[config.mk]
export PLATFORM = sky130hd
export DESIGN_NAME = uoe_ctl
export DESIGN_NICKNAME = d
export VERILOG_FILES = /design/src/uoe_pkg.sv /design/src/uoe_ctl.sv
export SDC_FILE = /design/constraint.sdc
export NUM_CORES = 1
export LEC_CHECK = 0
export ABC_AREA = 0
export BUFFER_PORTS_ARGS = -buffer_cell sky130_fd_sc_hd__buf_2
export CORE_ASPECT_RATIO = 0.75
export CORE_MARGIN = 4
export CORE_UTILIZATION = 38
export CTS_CLUSTER_SIZE = 40
export DETAILED_ROUTE_END_ITERATION = 12
export PLACE_DENSITY = 0.9
export SYNTH_ARGS = -nofsm -noshare
export SYNTH_HDL_FRONTEND = slang
export SYNTH_SLANG_ARGS = --single-unit
[constraint.sdc]
create_clock -name clk_in -period 2.6 [get_ports clk_in]
set_clock_uncertainty 0.1 [all_clocks]
set_input_delay 0.39 -clock clk_in [delete_from_list [all_inputs] [get_ports clk_in]]
set_output_delay 0.39 -clock clk_in [all_outputs]
set_load 0.1 [all_outputs]
[src/uoe_pkg.sv]
// Package for the OUT endpoint 0 control block: offsets, fields, reset values and types.
package uoe_pkg;

  localparam logic [11:0] UOE_CTL_OFFSET      = 12'hb00;
  localparam logic [31:0] UOE_CTL_RESET       = 32'h0000_8000;
  localparam int          UOE_EN_BIT          = 31;
  localparam int          UOE_DIS_BIT         = 30;
  localparam int          UOE_NAK_SET_BIT     = 27;
  localparam int          UOE_NAK_CLR_BIT     = 26;
  localparam int          UOE_STALL_BIT       = 21;
  localparam int          UOE_SNOOP_BIT       = 20;
  localparam int          UOE_TYPE_LSB        = 18;
  localparam int          UOE_NAK_STAT_BIT    = 17;
  localparam int          UOE_ACTIVE_BIT      = 15;
  localparam logic [1:0]  UOE_TYPE_CONTROL    = 2'h0;
  localparam logic [1:0]  UOE_MPL_64          = 2'h0;
  localparam logic [1:0]  UOE_MPL_32          = 2'h1;

  typedef enum logic [1:0] {
    UOE_RSP_DATA  = 2'b00,
    UOE_RSP_NAK   = 2'b01,
    UOE_RSP_STALL = 2'b10
  } uoe_rsp_t;

  typedef struct packed {
    logic        wr;
    logic        rd;
    logic [11:0] addr;
    logic [31:0] wdata;
  } uoe_bus_t;

  typedef struct packed {
    logic       out_token;
    logic       setup_token;
    logic       global_out_nak;
    logic [1:0] in_ep0_mpl;
  } uoe_link_t;

endpackage : uoe_pkg

[src/uoe_ctl.sv]
// OUT endpoint 0 control register and handshake selection logic.
//
// Chosen here: strobed register access.
`timescale 1ns/10ps
`default_nettype none

// Function
// (RQ1) Register resets to endpoint-active only
// (RQ2) Enable set by software, cleared by core
// (RQ3) Disable bit reads zero, writes ignored
// (RQ4) Set-NAK strobe sets NAK status
// (RQ5) Clear-NAK strobe clears NAK status
// (RQ6) Stall bit answers OUT with STALL
// (RQ7) SETUP token clears stall bit
// (RQ8) STALL outranks NAK
// (RQ9) Snoop bit skips data CRC check
// (RQ10) Transfer type always reads control
// (RQ11) Otherwise answer from receive FIFO state; the code always answers DATA here
// (RQ12) NAK status answers every OUT with NAK unless stall is set
// (RQ13) NAK status is read-only to software
// (RQ14) Endpoint active always reads one
// (RQ15) Length code mirrors IN endpoint 0
// (RQ16) Strobes and reserved bits read zero
// (RQ17) Codes 10 and 11 mirrored unchanged
module uoe_ctl
  import uoe_pkg::*;
(
  input  wire logic       clk_in,
  input  wire logic       rstn_in,
  input  wire logic       ce_in,
  input  wire uoe_bus_t   bus_in,
  input  wire uoe_link_t  link_in,
  input  wire logic       ep_done_in,
  output logic [31:0]     rdata_out,
  output uoe_rsp_t        rsp_out,
  output logic            rsp_valid_out,
  output logic            crc_check_out,
  output logic            ep_enable_out
);

  // Bus decode is shared by the enable, stall, snoop, NAK and read-data groups below.
  logic        hit;
  logic        wr_hit;
  logic        rd_hit;
  logic [31:0] wdata;

  always_comb
  begin
    if (bus_in.addr == UOE_CTL_OFFSET)
    begin
      hit = 1'b1;
    end
    else
    begin
      hit = 1'b0;
    end
  end

  always_comb
  begin
    wr_hit = bus_in.wr && hit;
    rd_hit = bus_in.rd && hit;
    wdata  = bus_in.wdata;
  end

  // Enable: software may only set it, and a same-cycle set beats the done pulse.
  logic        en_r;
  logic        en_nxt;

  always_comb
  begin
    en_nxt = en_r;
    if (ep_done_in)
    begin
      en_nxt = 1'b0; // RQ2
    end
    if (wr_hit && wdata[UOE_EN_BIT])
    begin
      en_nxt = 1'b1; // RQ2
    end
  end

  always_ff @(posedge clk_in or negedge rstn_in)
  begin
    if (!rstn_in)
    begin
      en_r <= UOE_CTL_RESET[UOE_EN_BIT]; // RQ1
    end
    else if (ce_in)
    begin
      en_r <= en_nxt;
    end
  end

  // Stall is set-only for software; the SETUP clear yields to a set in the same cycle.
  logic        stall_r;
  logic        stall_nxt;

  always_comb
  begin
    stall_nxt = stall_r;
    if (link_in.setup_token)
    begin
      stall_nxt = 1'b0; // RQ7
    end
    if (wr_hit && wdata[UOE_STALL_BIT])
    begin
      stall_nxt = 1'b1; // RQ6
    end
  end

  always_ff @(posedge clk_in or negedge rstn_in)
  begin
    if (!rstn_in)
    begin
      stall_r <= UOE_CTL_RESET[UOE_STALL_BIT]; // RQ1
    end
    else if (ce_in)
    begin
      stall_r <= stall_nxt;
    end
  end

  // The CRC enable has its own flop so that no inverter sits between register and pin.
  logic        snoop_r;
  logic        snoop_nxt;
  logic        crc_r;
  logic        crc_nxt;

  always_comb
  begin
    snoop_nxt = snoop_r;
    if (wr_hit)
    begin
      snoop_nxt = wdata[UOE_SNOOP_BIT]; // RQ9
    end
    crc_nxt = ~snoop_nxt; // RQ9
  end

  always_ff @(posedge clk_in or negedge rstn_in)
  begin
    if (!rstn_in)
    begin
      snoop_r <= UOE_CTL_RESET[UOE_SNOOP_BIT]; // RQ1
      crc_r   <= ~UOE_CTL_RESET[UOE_SNOOP_BIT];
    end
    else if (ce_in)
    begin
      snoop_r <= snoop_nxt;
      crc_r   <= crc_nxt;
    end
  end

  // Set wins if software writes both strobes in one word.
  logic        nak_r;
  logic        nak_nxt;

  always_comb
  begin
    nak_nxt = nak_r;
    if (wr_hit && wdata[UOE_NAK_CLR_BIT])
    begin
      nak_nxt = 1'b0; // RQ5 RQ13
    end
    if (wr_hit && wdata[UOE_NAK_SET_BIT])
    begin
      nak_nxt = 1'b1; // RQ4 RQ13
    end
  end

  always_ff @(posedge clk_in or negedge rstn_in)
  begin
    if (!rstn_in)
    begin
      nak_r <= UOE_CTL_RESET[UOE_NAK_STAT_BIT]; // RQ1
    end
    else if (ce_in)
    begin
      nak_r <= nak_nxt;
    end
  end

  // The length code is sampled every enabled cycle; software writes never reach it.
  logic [1:0]  mpl_r;
  logic [1:0]  mpl_nxt;

  always_comb
  begin
    mpl_nxt = link_in.in_ep0_mpl; // RQ15 RQ17
  end

  always_ff @(posedge clk_in or negedge rstn_in)
  begin
    if (!rstn_in)
    begin
      mpl_r <= UOE_MPL_64;
    end
    else if (ce_in)
    begin
      mpl_r <= mpl_nxt;
    end
  end

  // Read data are zero except after an enabled read, and hold while ce_in is low, so a stale word only lingers with ce_in low.
  // Fixed fields are built here rather than stored, so no write can disturb them.
  logic [31:0] view;
  logic [31:0] rdata_r;
  logic [31:0] rdata_nxt;

  always_comb
  begin
    view = 32'h0000_0000; // RQ3 RQ16
    view[UOE_EN_BIT] = en_r;
    view[UOE_STALL_BIT] = stall_r;
    view[UOE_SNOOP_BIT] = snoop_r;
    view[UOE_TYPE_LSB +: 2] = UOE_TYPE_CONTROL; // RQ10
    view[UOE_NAK_STAT_BIT] = nak_r; // RQ13
    view[UOE_ACTIVE_BIT] = 1'b1; // RQ14
    view[1:0] = mpl_r; // RQ15
    rdata_nxt = 32'h0000_0000;
    if (rd_hit)
    begin
      rdata_nxt = view;
    end
  end

  always_ff @(posedge clk_in or negedge rstn_in)
  begin
    if (!rstn_in)
    begin
      rdata_r <= 32'h0000_0000;
    end
    else if (ce_in)
    begin
      rdata_r <= rdata_nxt;
    end
  end

  // The answer uses state from before this edge's writes, so a write affects the next token.
  uoe_rsp_t    rsp_r;
  uoe_rsp_t    rsp_nxt;

  always_comb
  begin
    rsp_nxt = rsp_r;
    if (link_in.out_token)
    begin
      if (stall_r)
      begin
        rsp_nxt = UOE_RSP_STALL; // RQ6 RQ8
      end
      else if (link_in.global_out_nak || nak_r)
      begin
        rsp_nxt = UOE_RSP_NAK; // RQ12
      end
      else
      begin
        rsp_nxt = UOE_RSP_DATA; // RQ11
      end
    end
  end

  always_ff @(posedge clk_in or negedge rstn_in)
  begin
    if (!rstn_in)
    begin
      rsp_r <= UOE_RSP_DATA;
    end
    else if (ce_in)
    begin
      rsp_r <= rsp_nxt;
    end
  end

  // Valid marks the single cycle in which a new answer stands.
  logic        rspv_r;
  logic        rspv_nxt;

  always_comb
  begin
    rspv_nxt = link_in.out_token;
  end

  always_ff @(posedge clk_in or negedge rstn_in)
  begin
    if (!rstn_in)
    begin
      rspv_r <= 1'b0;
    end
    else if (ce_in)
    begin
      rspv_r <= rspv_nxt;
    end
  end

  // Every output is a register, so nothing combinational reaches the pins.
  assign rdata_out     = rdata_r;
  assign rsp_out       = rsp_r;
  assign rsp_valid_out = rspv_r;
  assign crc_check_out = crc_r; // RQ9
  assign ep_enable_out = en_r;

endmodule : uoe_ctl

`default_nettype wire

==> summary.md, run 1 <==
| Metric | Value |
|---|---|
| GRT overflow | `0` |
| Yosys cell types | `24` |
| Status | `complete, no violations` |
| Static leakage | `slightly above 0.6 nW` |
| Startpoint types | `input pin` |
| Critical path startpoint | `bus_in[39]` |
| Clock power frac | `21.0%` |
| Crit path DAT | `1.86 ns` |
| Max-slew violations | `0` |
| M2 GR Usage | `19.3%` |
| MaxCap Viol Count | `0` |
| Floorplan row count | `15` |
| Setup Fix Bufs, Post-CTS | `0` |
| IO Pins | `slightly above 90` |
| Syn Std Cell Area | `912 sq um` |
| Detailed router's first-iteration violation count | `14` |
| RePlAce Congestion | `0.669` |
| Top-count cell post-synth | `buf_4` |
| DR vias/cell | `4.26` |
| Layout cell share with drive strength beyond 1 | `45.8%` |
| Grt met3 use | `4.47%` |
| Final period utilization | `68.5%` |
| Seq/Total Area, Yosys | `46.8%` |
| Worst hold path type | `input pin to flip-flop` |
| DRT Pass-1 Iters | `4` |
| Clk buf depth | `2` |
| Die height | `slightly above 50 um` |
| Flop pwr share | `about 42%` |
| Most frequent cells after synthesis | `buf_4, dfrtp_1, a22o_1, nand2_1, mux2_2` |
| TNS Setup | `0 ns` |
| Worst R2R Setup Slack | `1.67 ns` |
| Via count | `656` |
| Synthesized instance count | `79` |
| Synth Flop Type | `dfrtp_1` |
| Die Wd | `about 65 um` |
| Syn. warnings | `0` |
| Syn avg cell area | `11.5 sq um` |
| Fin. Hold Viols | `0` |
| DR DRC count | `0` |
| Sw power | `0.000298 W` |
| EDFF count, synth | `0` |
| Final setup viols | `0` |
| Fraction of registers with async set/reset | `100%` |
| Clock transition at path regs | `0.10 ns` |
| Grt peak-use layer | `met2` |
| Endpoint class of the critical path | `flip-flop` |
| Grt met1 use | `about an eighth` |
| CORE AREA | `about 2300 sq um` |
| Yosys reg bits | `17` |
| Share of the synthesized area in the top cell type | `43.9%` |
| Combinational Power Share | `36.7%` |
| GRT Overall Usage | `10.7%` |
| Final HPWL DP | `1530 um` |
| Total power | `0.000654 W` |
| Peak Freq | `0.561 GHz` |
| Worst path required time | `2.68 ns` |
| Placed insts | `~150` |
| Starting Density | `39.8%` |
| Area post-placement | `roughly 1000 sq um` |
| Largest net degree at the start of global routing | `18` |
| Final WL | `1830 um` |
| Avg WL per Cell | `11.9 um` |
| Ant diodes | `0` |
| Hold wc startpoint | `bus_in[31]` |
| Number of global-route vias before repair | `599` |
| Global-route wire length before repair | `2660 um` |
| Nets@finish | `176` |
| R2R Path Start | `snoop_r` |
| VDD IR-drop max | `~0.23 mV` |
| Int Power | `0.000356 W` |
| Fin area | `1080 sq um` |
| Crit Path Class | `input pin to flip-flop` |
| Crit-path max FO | `5` |
| RSZ-0062 raised after global routing | `false` |
| Clock Sinks | `17` |
| Later-pin clock latency in the skew report | `about 0.29 ns` |
| Num CTS Buffers | `3` |
| Initial antenna violation count | `0` |
| Minimum clock period | `between 1.5 and 2 ns` |
| ANT nets after route | `0` |
| H-tree levels | `1` |
| IO Port Bufs | `39` |
| WHS | `0.224 ns` |
| Most area-consuming cells after synthesis | `dfrtp_1, buf_4, a22o_1, mux2_2, dfstp_2` |
| CTS tree | `done` |
| Post-Layout Cell Count | `154` |
| Die footprint | `3260 sq um` |
| Root Buffer | `clkbuf_4` |
| Power Density | `607 nW/um^2` |
| Leading area contributor after synthesis | `dfrtp_1` |
| Switching Share | `between 40% and 50%` |
| Area growth, synth to finish | `18.2%` |
==> metal layers <==
metal / share of wire [%] / vias to the layer above
met5: 0 / -
met3: 10 / 0
li1: - / 311
met4: 0 / 0
met2: 54 / 29
met1: 36 / 316
==> placed cells by master (no fill, tap or decap), types with 2 or more instances in the layout <==
cell	n
a22o_1	8
buf_2	39
mux2_2	3
dfrtp_1	16
clkbuf_4	3
conb_1	25
nand2_1	6
a22o_2	2
==> state kept, by name, summed over array words and instances, names as in the netlist <==
register,flops
rdata_out,7
nak_r,1
crc_check_out,1
rsp_valid_out,1
mpl_r,2
snoop_r,1
stall_r,1
ep_enable_out,1
rsp_out,2
==> cell type report <==
type / count / area, sq um
timing repair buffer: 40 / 205
sequential: 17 / 427
clock inverter: 1 / 5.00
clock buffer: 3 / 22.5
multi-input combinational: 57 / 369
inverter: 2 / 7.51
fill: 230 / 1210
tap: 34 / 42.5
==> what timing repair did <==
| action | CTS | global route |
|---|---|---|
| hold buffers | 1 | 0 |
| endpoints found under the hold margin | 16 | 0 |
| resized for setup | 0 | 0 |
==> path summary, 6_finish.rpt <==
path | end | cells past startpoint
max in group asynchronous | crc_check_out | 2
worst min register to register | rdata_out[15] | 1
min in group asynchronous | rdata_out[17] | 2
worst min-delay path | ep_enable_out | 2
worst max-delay path | snoop_r | 4
worst max register to register | crc_check_out | 2
==> critical path, cell delays in order <==
cell	delay, ns
buf_2	0.10
or4b_4	0.56
nor4_4	0.48
mux2_4	0.33
==> cells by family (layout without fill, tap and decap cells) <==
kind of cell,Yosys count,in the layout,share of synthesized area (%)
buffers and inverters,29,46,22.6
DFF,17,17,46.8
AOI/OAI and AO/OA,15,15,13.9
and+or+nand+nor,13,13,11.0
muxes,4,4,5.35
other,1,25,0.411
==> metrics by stage <==
stage | utilization (%) | setup WS (ns)
finish | 47.1 | 0.818
global route | 47.1 | 0.779
CTS | 47.1 | 0.828
detailed placement | 45.5 | 0.508
global placement | 45.5 | 0.538
floorplan | - | 0.736
==> power groups by stage <==
| stage | Combinational (W) | Sequential, W | Clock [W] |
|---|---|---|---|
| floorplan | 0.000202 | 0.000314 | 0 |
| CTS | 0.000240 | 0.000277 | 0.000142 |
| global placement | 0.000236 | 0.000281 | 0 |
| global route | 0.000248 | 0.000278 | 0.000151 |
| finish | 0.000240 | 0.000276 | 0.000138 |
| detailed placement | 0.000239 | 0.000282 | 0 |
(Power assumes the default switching activity.)
==> run 2, diff against run 1 <==
--- a/config.mk
+++ b/config.mk
@@ -9,10 +9,10 @@
 export BUFFER_PORTS_ARGS = -buffer_cell sky130_fd_sc_hd__buf_2
 export CORE_ASPECT_RATIO = 0.75
 export CORE_MARGIN = 4
-export CORE_UTILIZATION = 38
+export CORE_UTILIZATION = 31
 export CTS_CLUSTER_SIZE = 40
 export DETAILED_ROUTE_END_ITERATION = 12
-export PLACE_DENSITY = 0.9
+export PLACE_DENSITY = 0.79
 export SYNTH_ARGS = -nofsm -noshare
 export SYNTH_HDL_FRONTEND = slang
 export SYNTH_SLANG_ARGS = --single-unit
==> constraint.sdc (replaced) <==
create_clock -name clk_in -period 1.63 [get_ports clk_in]
set_clock_uncertainty 0.1 [all_clocks]
set_input_delay 0.2445 -clock clk_in [delete_from_list [all_inputs] [get_ports clk_in]]
set_output_delay 0.2445 -clock clk_in [all_outputs]
set_load 0.1 [all_outputs]
==> summary.md, run 2 (synthesized netlist as in run 1, its figures left out) <==
| Metric | Value |
|---|---|
| TNS Setup | `0 ns` |
| RePlAce Congestion | `~0.85` |
| Most common cell after layout, fill and taps aside | `buf_2` |
| Global-route wire length before repair | `3130 um` |
| Via count | `680` |
| R2R Path Start | `snoop_r` |
| Largest net degree at the start of global routing | `18` |
| Worst hold path type | `input pin to flip-flop` |
| Fin. Hold Viols | `0` |
| IO Port Bufs | `39` |
| H-tree levels | `1` |
| Power Density | `roughly 1000 nW/um^2` |
| ANT nets after route | `0` |
| Area growth, synth to finish | `24.7%` |
| Crit path cell chain | `buf_2 > or4b_4 > nor4_4 > buf_4 > mux2_4` |
| DRT Pass-1 Iters | `4` |
| Avg WL per Cell | `12.7 um` |
| Final worst slack | `0.0382 ns` |
| Starting Density | `about a third` |
| Final setup viols | `0` |
| VDD IR-drop max | `0.351 mV` |
| CORE AREA | `2700 sq um` |
| Minimum clock period | `1.59 ns` |
| GRT overflow | `0` |
| CTS tree | `done` |
| Clock transition at path regs | `0.06 ns` |
| Detailed router's first-iteration violation count | `22` |
| MaxCap Viol Count | `0` |
| Worst path required time | `~1.7 ns` |
| Floorplan row count | `16` |
| WHS | `0.121 ns` |
| Final period utilization | `97.7%` |
| Worst path slowest cell | `or4b_4` |
| DR DRC count | `0` |
| Startpoint types | `input pin` |
| Die height | `55.0 um` |
| Largest register FFs | `7` |
| Later-pin clock latency in the skew report | `0.25 ns` |
| Max-slew violations | `0` |
| Placed insts | `~160` |
| Clock Sinks | `17` |
| Die Wd | `70.6 um` |
| Static leakage | `0.649 nW` |
| Number of global-route vias before repair | `686` |
| DR vias/cell | `4.22` |
| Post-Layout Cell Count | `161` |
| Layout cell share with drive strength beyond 1 | `between 40% and 50%` |
| Multi-input gate area | `370 sq um` |
| Final WL | `2050 um` |
| Root Buffer | `clkbuf_8` |
| Most frequent cells in the layout | `buf_2, conb_1, dfrtp_1, a22o_1, nand2_1` |
| Endpoint class of the critical path | `flip-flop` |
| Initial antenna violation count | `0` |
| FF-to-FF path depth | `2` |
| Worst Hold Path EP | `mpl_r[1]` |
| Total power | `0.00114 W` |
| Num CTS Buffers | `3` |
| Hold wc startpoint | `link_in[1]` |
| Status | `complete, no violations` |
| Worst R2R End | `crc_check_out` |
| Final HPWL DP | `1590 um` |
| Pre-CTS setup slack | `-0.274 ns` |
| Flip-flop and latch area | `427 sq um` |
| IO Pins | `92` |
| Nets@finish | `181` |
| Ant diodes | `0` |
| Worst R2R Setup Slack | `0.67 ns` |
| Clk buf depth | `2` |
| Worst Hold Depth | `2` |
| Crit-path max FO | `4` |
| Crit Path Class | `input pin to flip-flop` |
| Die footprint | `3880 sq um` |
| GRT Overall Usage | `10.8%` |
| RSZ-0062 raised after global routing | `false` |
| FILL cells | `264` |
| Crit path DAT | `1.63 ns` |
| Peak Freq | `0.628 GHz` |
| Crit path largest cell delay | `0.55 ns` |
[run 2: worst max path at each step]
stage / startpoint / endpoint / slack (ns) / depth (start not counted)
floorplan: bus_in[33] / snoop_r / -0.09 / 3
global placement: bus_in[33] / snoop_r / -0.24 / 4
detailed placement: bus_in[33] / snoop_r / -0.27 / 4
CTS: bus_in[33] / snoop_r / 0.002 / 4
global route: bus_in[39] / snoop_r / 0.01 / 5
finish: bus_in[39] / snoop_r / 0.04 / 5
[run 2: per-stage QoR]
stage          utilization [%]  area, sq um
2_1_floorplan                -         1000
4_1_cts                   41.8         1130
3_5_place_dp              39.7         1070
3_3_place_gp              39.7         1070
6_report                  42.1         1140
5_1_grt                   42.1         1140
[run 2: layout make-up]
class	count	area share (%)
timing repair buffer	45	21.3
tap	36	3.96
clock buffer	4	3.96
multi-input combinational	57	32.6
inverter	2	0.660
sequential	17	37.5
[run 2: what timing repair did]
action | 4_1_cts | 5_1_grt
setup buffers | 0 | 1
endpoints found under the hold margin | 16 | 0
hold buffers | 1 | 0
endpoints found under the setup margin | 0 | 6
gates resized for setup | 0 | 1
[run 2: layer usage]
metal | vias up | share of wire, % | global-route usage, %
met4 | 0 | 1.5 | 3.75
met3 | 4 | 17 | 5.42
li1 | 315 | - | -
met5 | - | 0 | 0
met1 | 306 | 37 | 11.7
met2 | 55 | 44 | 19.1
[run 2: where the power goes]
group,internal (W),switching [W]
combinational,0.0000441,0.000341
clock,0.000173,0.000138
sequential,0.000435,0.00000552
[run 2: critical path, delay by kind of cell]
| kind | cells | cell delay [ns] |
|---|---|---|
| AND/OR/NAND/NOR | 2 | 0.82 |
| multiplexers | 1 | 0.29 |
| buffers and inverters | 2 | 0.28 |
